File: config.mk
export PLATFORM = sky130hd
export DESIGN_NAME = per_exception_reporter
export DESIGN_NICKNAME = d
export VERILOG_FILES = /design/src/shared/per_pkg.sv /design/src/shared/per_cls_if.sv /design/src/verilog/per_exception_reporter.sv /design/src/verilog/per_classify.sv
export SDC_FILE = /design/constraint.sdc
export NUM_CORES = 1
export LEC_CHECK = 0
export CAP_MARGIN = 20
export CORE_AREA = 2 2 151 153
export DETAILED_ROUTE_END_ITERATION = 8
export DIE_AREA = 0 0 153 155
export DONT_BUFFER_PORTS = 1
export PLACE_DENSITY_LB_ADDON = 0.3
export SYNTH_ARGS = -nofsm -noshare
export SYNTH_HDL_FRONTEND = slang
export SYNTH_SLANG_ARGS = --single-unit
File: constraint.sdc
create_clock -name i_mclk -period 7.2 [get_ports i_mclk]
set_clock_uncertainty 0.2 [all_clocks]
set_input_delay 2.16 -clock i_mclk [delete_from_list [all_inputs] [get_ports i_mclk]]
set_output_delay 2.16 -clock i_mclk [all_outputs]
set_load 0.005 [all_outputs]
File: src/shared/per_pkg.sv
`default_nettype none
package per_pkg;
  // Widths
  localparam int PER_VEC_W  = 8;                  // Event vector number width
  localparam int PER_ADDR_W = 64;                 // Instruction and table address width
  // Descriptor entry size as a left shift of the vector, per operating mode
  localparam logic [2:0] PER_SHIFT_REAL = 3'h2;   // Four-byte entries
  localparam logic [2:0] PER_SHIFT_PROT = 3'h3;   // Eight-byte entries
  localparam logic [2:0] PER_SHIFT_LONG = 3'h4;   // Sixteen-byte entries
  // Reset values
  localparam logic [PER_VEC_W-1:0]  PER_VEC_RST  = 8'h00;
  localparam logic [PER_ADDR_W-1:0] PER_ADDR_RST = 64'h0;
  // Operating mode of the core
  typedef enum logic [1:0] {PER_MODE_REAL, PER_MODE_PROT, PER_MODE_LONG} per_mode_t;
  // Reporting class of a delivered event
  typedef enum logic [1:0] {PER_CLS_NONE, PER_CLS_BEFORE, PER_CLS_AFTER, PER_CLS_IMPRECISE} per_class_t;
  // Kind of exception flagged by the retiring instruction
  typedef enum logic [1:0] {PER_KIND_FAULT, PER_KIND_TRAP, PER_KIND_ABORT} per_kind_t;
  // Source of a delivered event
  typedef enum logic [2:0] {PER_SRC_NONE, PER_SRC_EXC, PER_SRC_DEBUG, PER_SRC_SWINT, PER_SRC_EXT} per_src_t;
  // Reporter control states
  typedef enum logic {PER_ST_RUN, PER_ST_REDIRECT} per_state_t;
endpackage
`default_nettype wire

File: src/shared/per_cls_if.sv
`timescale 1ns/1ps
`default_nettype none
interface per_cls_if;
  import per_pkg::*;
  logic                 clk;        // Core clock
  logic                 rst;        // Core reset, active high
  logic                 run;        // Reporter is accepting boundaries
  logic                 ret_valid;  // Oldest uncompleted instruction present
  logic                 exc;        // Instruction raised an exception
  per_kind_t            exc_kind;   // Fault, trap or abort
  logic [PER_VEC_W-1:0] exc_vec;    // Exception vector
  logic                 fp_exc;     // Floating-point exception condition
  logic                 fp_masked;  // That condition is masked
  logic                 swint;      // Interrupt instruction
  logic [PER_VEC_W-1:0] swint_vec;  // Its vector
  logic                 sstep;      // Single-step condition
  logic                 bkpt;       // Address breakpoint match
  logic [PER_VEC_W-1:0] dbg_vec;    // Debug vector
  logic                 ext_pend;   // External request pending
  logic                 if_flag;    // External interrupts unmasked
  logic [PER_VEC_W-1:0] ext_vec;    // Pending external vector
  logic                 fire;       // Event is taken at this boundary
  per_class_t           cls;        // Reporting class
  per_src_t             src;        // Event source
  logic [PER_VEC_W-1:0] vec;        // Event vector
  logic                 fp_default; // Masked floating-point, default handling
  modport main (output clk, rst, run, ret_valid, exc, exc_kind, exc_vec, fp_exc, fp_masked, swint,
                swint_vec, sstep, bkpt, dbg_vec, ext_pend, if_flag, ext_vec,
                input fire, cls, src, vec, fp_default);
  modport cls_side (input clk, rst, run, ret_valid, exc, exc_kind, exc_vec, fp_exc, fp_masked, swint,
                    swint_vec, sstep, bkpt, dbg_vec, ext_pend, if_flag, ext_vec,
                    output fire, cls, src, vec, fp_default);
endinterface
`default_nettype wire

File: src/verilog/per_exception_reporter.sv
`timescale 1ns/1ps
`default_nettype none
module per_exception_reporter (
  input  wire logic                          i_mclk,            // Core clock
  input  wire logic                          i_rst,             // Async reset, active high
  input  wire per_pkg::per_mode_t            i_mode,            // Operating mode
  input  wire logic [per_pkg::PER_ADDR_W-1:0] i_table_base,     // Descriptor table base
  input  wire logic                          i_if_flag,         // External interrupts unmasked
  input  wire logic                          i_ext_irq,         // External request pulse
  input  wire logic [per_pkg::PER_VEC_W-1:0] i_ext_vec,         // External vector
  input  wire logic                          i_ret_valid,       // Oldest instruction ready to retire
  input  wire logic [per_pkg::PER_ADDR_W-1:0] i_ret_pc,         // Its address
  input  wire logic [per_pkg::PER_ADDR_W-1:0] i_ret_next_pc,    // Address of the next one
  input  wire logic                          i_ret_exc,         // It raised an exception
  input  wire per_pkg::per_kind_t            i_ret_exc_kind,    // Fault, trap or abort
  input  wire logic [per_pkg::PER_VEC_W-1:0] i_ret_exc_vec,     // Exception vector
  input  wire logic                          i_ret_fp_exc,      // Floating-point condition
  input  wire logic                          i_ret_fp_masked,   // Condition masked
  input  wire logic                          i_ret_swint,       // Interrupt instruction
  input  wire logic [per_pkg::PER_VEC_W-1:0] i_ret_swint_vec,   // Its vector
  input  wire logic                          i_ret_sstep,       // Single-step condition
  input  wire logic                          i_ret_bkpt,        // Breakpoint match
  input  wire logic                          i_ret_task_switch, // Instruction is a task switch
  input  wire logic [per_pkg::PER_VEC_W-1:0] i_dbg_vec,         // Debug vector
  input  wire logic                          i_redirect_done,   // Pipeline now fetches handler
  output logic                               o_ret_commit,      // Retire the oldest instruction
  output logic                               o_ret_squash,      // Discard its partial state
  output logic                               o_evt_valid,       // Event delivered, one cycle
  output per_pkg::per_class_t                o_evt_class,       // Reporting class
  output per_pkg::per_src_t                  o_evt_src,         // Event source
  output logic [per_pkg::PER_VEC_W-1:0]      o_evt_vector,      // Event vector
  output logic [per_pkg::PER_ADDR_W-1:0]     o_evt_desc_addr,   // Descriptor entry address
  output logic [per_pkg::PER_ADDR_W-1:0]     o_evt_return_ptr,  // Saved return pointer
  output logic                               o_evt_tsw_update,  // Task-switch state updated
  output logic                               o_halt_fetch,      // Interrupted program stopped
  output logic                               o_fp_default,      // Apply default FP handling
  output logic                               o_ext_ack          // External request taken
);
  import per_pkg::*;

  ////////////////////////////////////////////////////////////////////////////
  // State
  per_state_t            st_reg, st_next;       // Reporter state
  logic                  pend_reg, pend_next;   // External request pending
  logic [PER_VEC_W-1:0]  pvec_reg, pvec_next;   // Pending external vector
  per_cls_if             cif ();                // Link to the classifier

  ////////////////////////////////////////////////////////////////////////////
  // Classifier hookup
  assign cif.clk       = i_mclk;
  assign cif.rst       = i_rst;
  assign cif.run       = (st_reg == PER_ST_RUN);
  assign cif.ret_valid = i_ret_valid;
  assign cif.exc       = i_ret_exc;
  assign cif.exc_kind  = i_ret_exc_kind;
  assign cif.exc_vec   = i_ret_exc_vec;
  assign cif.fp_exc    = i_ret_fp_exc;
  assign cif.fp_masked = i_ret_fp_masked;
  assign cif.swint     = i_ret_swint;
  assign cif.swint_vec = i_ret_swint_vec;
  assign cif.sstep     = i_ret_sstep;
  assign cif.bkpt      = i_ret_bkpt;
  assign cif.dbg_vec   = i_dbg_vec;
  assign cif.ext_pend  = pend_reg;
  assign cif.if_flag   = i_if_flag;
  assign cif.ext_vec   = pvec_reg;

  per_classify u_cls (
    .c (cif.cls_side)
  );

  ////////////////////////////////////////////////////////////////////////////
  // Decode
  wire ext_take = cif.fire && (cif.src == PER_SRC_EXT);   // Pending request delivered
  wire is_bef   = cif.fire && (cif.cls == PER_CLS_BEFORE); // Instruction must not complete
  wire is_aft   = cif.fire && (cif.cls == PER_CLS_AFTER);  // Instruction completes first
  // Only the oldest instruction retires, and only while running
  assign o_ret_commit = cif.run && i_ret_valid && !is_bef && !(cif.fire && cif.cls == PER_CLS_IMPRECISE);
  // Faulting instruction leaves no state behind
  assign o_ret_squash = is_bef && !ext_take;
  // Stop the interrupted program while redirecting
  assign o_halt_fetch = (st_reg == PER_ST_REDIRECT);

  // Entry size follows mode; vector is the index in all modes
  wire [2:0] shamt = (i_mode == PER_MODE_REAL) ? PER_SHIFT_REAL :
                     (i_mode == PER_MODE_PROT) ? PER_SHIFT_PROT : PER_SHIFT_LONG;
  wire [PER_ADDR_W-1:0] desc_addr = i_table_base + (PER_ADDR_W'(cif.vec) << shamt);
  // Return pointer: boundary before or after the instruction
  wire [PER_ADDR_W-1:0] ret_ptr = is_aft ? i_ret_next_pc : i_ret_pc;
  // Task-switch updates only outside long mode
  wire tsw_upd = is_aft && i_ret_task_switch && (i_mode != PER_MODE_LONG);

  ////////////////////////////////////////////////////////////////////////////
  // Next-state logic
  always_comb begin
    st_next = st_reg;
    case (st_reg)
      PER_ST_RUN: begin
        if (cif.fire) begin
          st_next = PER_ST_REDIRECT;       // Transfer control
        end
      end
      PER_ST_REDIRECT: begin
        if (i_redirect_done) begin
          st_next = PER_ST_RUN;            // Handler fetch under way
        end
      end
      default: st_next = PER_ST_RUN;
    endcase
  end

  // Requests latch whatever the instruction stream does; a new one wins over delivery
  always_comb begin
    pend_next = pend_reg;
    pvec_next = pvec_reg;
    if (ext_take) begin
      pend_next = 1'b0;                    // Delivered
    end
    if (i_ext_irq && (!pend_reg || ext_take)) begin
      pend_next = 1'b1;                    // New request held
      pvec_next = i_ext_vec;
    end
  end

  ////////////////////////////////////////////////////////////////////////////
  // Control registers
  always_ff @(posedge i_mclk or posedge i_rst) begin
    if (i_rst) begin
      st_reg   <= PER_ST_RUN;
      pend_reg <= 1'b0;
      pvec_reg <= PER_VEC_RST;
    end else begin
      st_reg   <= st_next;
      pend_reg <= pend_next;
      pvec_reg <= pvec_next;
    end
  end

  // Event report registers
  always_ff @(posedge i_mclk or posedge i_rst) begin
    if (i_rst) begin
      o_evt_valid      <= 1'b0;
      o_evt_class      <= PER_CLS_NONE;
      o_evt_src        <= PER_SRC_NONE;
      o_evt_vector     <= PER_VEC_RST;
      o_evt_desc_addr  <= PER_ADDR_RST;
      o_evt_return_ptr <= PER_ADDR_RST;
      o_evt_tsw_update <= 1'b0;
      o_fp_default     <= 1'b0;
      o_ext_ack        <= 1'b0;
    end else begin
      o_evt_valid      <= cif.fire;
      o_fp_default     <= cif.fp_default;
      o_ext_ack        <= ext_take;
      o_evt_tsw_update <= tsw_upd;
      if (cif.fire) begin
        o_evt_class      <= cif.cls;
        o_evt_src        <= cif.src;
        o_evt_vector     <= cif.vec;
        o_evt_desc_addr  <= desc_addr;
        o_evt_return_ptr <= ret_ptr;
      end
    end
  end
endmodule // per_exception_reporter
`default_nettype wire

File: src/verilog/per_classify.sv
`timescale 1ns/1ps
`default_nettype none
module per_classify (
  per_cls_if.cls_side c
);
  import per_pkg::*;

  ////////////////////////////////////////////////////////////////////////////
  // Condition decode
  wire at_bnd    = c.run && c.ret_valid;                            // Boundary is open
  wire take_ext  = at_bnd && c.ext_pend && c.if_flag;               // Unmasked external request
  wire take_abrt = at_bnd && c.exc && (c.exc_kind == PER_KIND_ABORT); // Abort
  wire fp_raise  = c.fp_exc && !c.fp_masked;                         // Unmasked floating-point
  wire take_flt  = at_bnd && ((c.exc && (c.exc_kind == PER_KIND_FAULT)) || fp_raise); // Fault
  wire take_bkpt = at_bnd && c.bkpt;                                 // Breakpoint before boundary
  wire take_trap = at_bnd && c.exc && (c.exc_kind == PER_KIND_TRAP);  // Trap
  wire take_sw   = at_bnd && c.swint;                                // Interrupt instruction
  wire take_ss   = at_bnd && c.sstep;                                // Single step after boundary
  wire any_bef   = take_flt || take_bkpt;                            // Reported before instruction
  wire any_aft   = take_trap || take_sw || take_ss;                  // Reported after instruction

  ////////////////////////////////////////////////////////////////////////////
  // Priority selection
  assign c.fire = take_ext || take_abrt || any_bef || any_aft;
  // Masked floating-point gets default handling, no mechanism, unless an event fires at the same boundary
  assign c.fp_default = at_bnd && c.fp_exc && c.fp_masked && !c.fire;
  // External requests stop the instruction before it starts, so before-class
  assign c.cls = take_ext  ? PER_CLS_BEFORE    :
                 take_abrt ? PER_CLS_IMPRECISE :  // No restart guarantee
                 any_bef   ? PER_CLS_BEFORE    :  // Faulting instruction squashed
                 any_aft   ? PER_CLS_AFTER     :  // Causing instruction completes
                             PER_CLS_NONE;
  // Interrupt instructions and debug conditions are synchronous events
  assign c.src = take_ext              ? PER_SRC_EXT   :
                 (take_abrt||take_flt) ? PER_SRC_EXC   :
                 take_bkpt             ? PER_SRC_DEBUG :
                 take_trap             ? PER_SRC_EXC   :
                 take_sw               ? PER_SRC_SWINT :
                 take_ss               ? PER_SRC_DEBUG :
                                         PER_SRC_NONE;
  assign c.vec = (c.src == PER_SRC_EXT)   ? c.ext_vec   :
                 (c.src == PER_SRC_SWINT) ? c.swint_vec :
                 (c.src == PER_SRC_DEBUG) ? c.dbg_vec   :
                                            c.exc_vec;
endmodule // per_classify
`default_nettype wire

==> out/metrics.yaml <==
timing:
  drv_slew: 0
  layout_min_cycle_time_ps: 6230
  tightest_slew_ps: 938
  finalHoldViolCount: 0
  fin_crit_sh_pct: 86.5
  rsz0062_at_grt: "no"
  layout_setup_ws_ps: 973
  slew_headroom_pct: 37.5
  whs_ps: 310
  fin_tns_setup_ps: 0
  max_freq_mhz: 161
  setup_violations: 0
min_path:
  holdPathStages: 2
  hold_class: "reg2reg"
worst_setup_path:
  crit_type: "in2reg"
  crit_arrival_ps: 6360
  max_stage_delay_ps: 810
  crit_required_ps: 7330
  cp_slowest_cell: "a2111oi_4"
  critical_path.cell_chain: "and2b_2, nand2_1, or3_1, and3_1, a211oi_1, a211oi_1, ha_1, nand3_1, nand2_1, o211ai_4, a2111oi_4, o21ai_2, or3_1, a31oi_1"
  r2r_cells: 14
  startpoint_type: "input pin"
  end_kind: "flip-flop"
  critical_path.max_fanout: 17
die:
  die-area_um2: 23700
  row_count: 55
  die_w_um: 153
  core_area_um2: 22200
  start_util_pct: 38.0
  io_pins: 389
  die_height_um: 155
status:
  status: "complete, no violations"
run:
  cap_violations: 0
global_routing:
  grt_start_max_net_pins: 103
  overflow: 0
  antenna_found_initial: 0
  grt_pass1_wl_um: 38000
  track_usage_pct: 20.8
  first_global_vias: 6410
finish:
  drive_gt1_share_pct: 8.22
  layout-area-overhead-vs-synth_pct: 9.69
  diodes: 0
  final_nets: 1145
  seq_area_um2: 3880
  multiInputGateArea_um2: 4370
  num-fill-cells: 2184
logic_synthesis:
  synth-async-reset-ratio_pct: 100
  yosys-top-cells-count: "155 x dfrtp_1, 129 x nand2_1, 87 x nor2_1"
  synth_largest_area_cell: "dfrtp_1"
  ys_ff_latch: 155
  synth-simple-area-share_pct: 16.6
  yosysSeqAreaShare_pct: 45.9
  yosys.area.top_type_share_pct: 45.9
  synth.most_common_cell: "dfrtp_1"
  synth-xor-area-share_pct: 6.12
  syn_avg_cell_area_um2: 9.33
  syn_area_um2: 8450
  synth_compound_gate_area_share_pct: 15.4
  yosysUniqueCellTypes: 59
  synth_warnings: 0
  synth_area_leaders: "dfrtp_1 46%, mux2i_1 9.4%, nand2_1 5.7%, xor2_1 5.2%, a21oi_1 5.0%"
  synth_edf_count: 0
  synth_ff_type: "dfrtp_1"
  synth_cells: 905
  synthAdderAreaFrac_pct: 2.46
  yosys-mux-area-fraction_pct: 10.6
  synth_top_family_by_area: "simple AND/OR/NAND/NOR gates"
placed_design:
  dp_slack_ps: 552
  port_buffers: 0
  dp_hpwl_um: 19600
  gp_congestion: 0.846
clock_network:
  ctsHoldBuffers: 0
  cts_root_buf: "clkbuf_16"
  cts_resized: 0
  clock_path_buffers: 2
  insertion_delay_ps: 420
  post-cts-setup-buffer-count: 0
  cts_tree: "done"
  cts_sinks: 155
  cts_buffers: 17
  path_clk_slew_ps: 60
  htree_levels: 4
power:
  pwr_density_cell_nw_per_um2: 292
  pwr-share-comb_pct: 18.5
  leakage_nw: 3.91
  pwr-share-seq_pct: 48.7
  internal_power_mw: 1.80
  peakVddDrop_uv: 136
  p_switching_uw: 907
  pwr-share-clk_pct: 32.9
  switching_share_pct: 33.6
route:
  wl_um: 25400
  ant_nets: 0
  firstDrtPassIters: 4
  drtIter0Drc: 450
  vias: 6461
  viasPerCell: 5.45
  wl_per_cell_um: 21.4
  drc: 0
==> area by class of cell <==
type                       count  share of cell area [%]
clock buffer                  18                    4.74
multi-input combinational    697                    47.2
timing repair buffer           5                   0.405
clock inverter                13                    1.44
sequential                   155                    41.9
tap                          285                    3.85
inverter                      12                   0.540
==> metal layers <==
metal / up-vias / global-route usage [%] / wire [µm]
met3: 30 / 8.50 / 2380
met2: 245 / 35.5 / 12500
li1: 3127 / - / -
met5: - / 0 / 0
met1: 3059 / 23.6 / 9870
met4: 0 / 7.85 / 660
==> final timing paths <==
| check | slack [ps] | endpoint | from |
|---|---|---|---|
| setup / recovery | 970 | o_evt_desc_addr[47] | i_ret_valid |
| min in group asynchronous | 1580 | o_evt_desc_addr[54] | i_rst |
| hold / removal | 310 | o_evt_desc_addr[44] | o_evt_desc_addr[44] |
| setup reg to reg | 2170 | o_evt_desc_addr[47] | o_halt_fetch |
| hold reg to reg | 310 | o_evt_desc_addr[44] | o_evt_desc_addr[44] |
| max in group asynchronous | 3910 | o_evt_src[2] | i_rst |
==> state kept, by name (all words and copies together) (netlist names) <==
signal / cells
o_evt_tsw_update: 1
o_halt_fetch: 1
o_ext_ack: 1
cif.ext_vec: 8
o_evt_desc_addr: 64
o_evt_return_ptr: 64
cif.ext_pend: 1
o_evt_src: 3
o_evt_class: 2
o_evt_valid: 1
o_fp_default: 1
o_evt_vector: 8
==> power groups by stage <==
| stage | Combinational, mW | Sequential (mW) | Clock, mW |
|---|---|---|---|
| floorplan | 0.417 | 1.24 | 0 |
| global placement | 0.489 | 1.34 | 0 |
| detailed placement | 0.503 | 1.34 | 0 |
| CTS | 0.505 | 1.32 | 0.913 |
| global route | 0.576 | 1.34 | 0.948 |
| finish | 0.499 | 1.31 | 0.888 |
==> kinds of logic (layout without fill, tap and decap cells) <==
kind of cell | Yosys count | after routing
AO/OA/AOI/OAI | 219 | 219
XOR/XNOR | 59 | 59
adder cells (fa/ha/maj) | 16 | 16
buffers and inverters | 58 | 48
flip-flops | 155 | 155
multiplexers | 88 | 88
other | 1 | 6
AND/OR/NAND/NOR | 309 | 309
==> layout by cell type (no fill, tap or decap), types with 3 or more instances in the layout <==
master,instances
dfrtp_1,155
nand2_1,128
nor2_1,86
a21oi_1,85
mux2i_1,79
o21ai_0,64
xor2_1,50
nand3_1,31
o211ai_1,19
clkbuf_16,17
and3_1,16
o21ai_1,15
ha_1,15
inv_1,10
xnor2_1,9
mux2_2,9
nand4_1,8
conb_1,6
and4_1,5
and2_1,5
inv_6,5
buf_4,5
and2_2,4
a31oi_1,4
a211oi_1,4
nor3_1,4
clkinv_4,4
nand3b_1,3
a21o_1,3
o2111ai_1,3
clkinvlp_4,3
==> metrics by stage <==
step	cells	util, %	area (µm²)	power [mW]
detailed placement	1154	39.1	8690	1.84
finish	1185	41.7	9270	2.70
floorplan	910	-	8470	1.65
global placement	1154	39.1	8690	1.82
global route	1185	41.7	9270	2.86
CTS	1185	41.7	9270	2.74
==> worst max-delay path: cells and delay by family <==
kind / cells / cell delay (ps)
simple gates: 7 / 1830
fa+ha+maj: 1 / 400
compound gates: 6 / 1960
(Power assumes the default switching activity.)
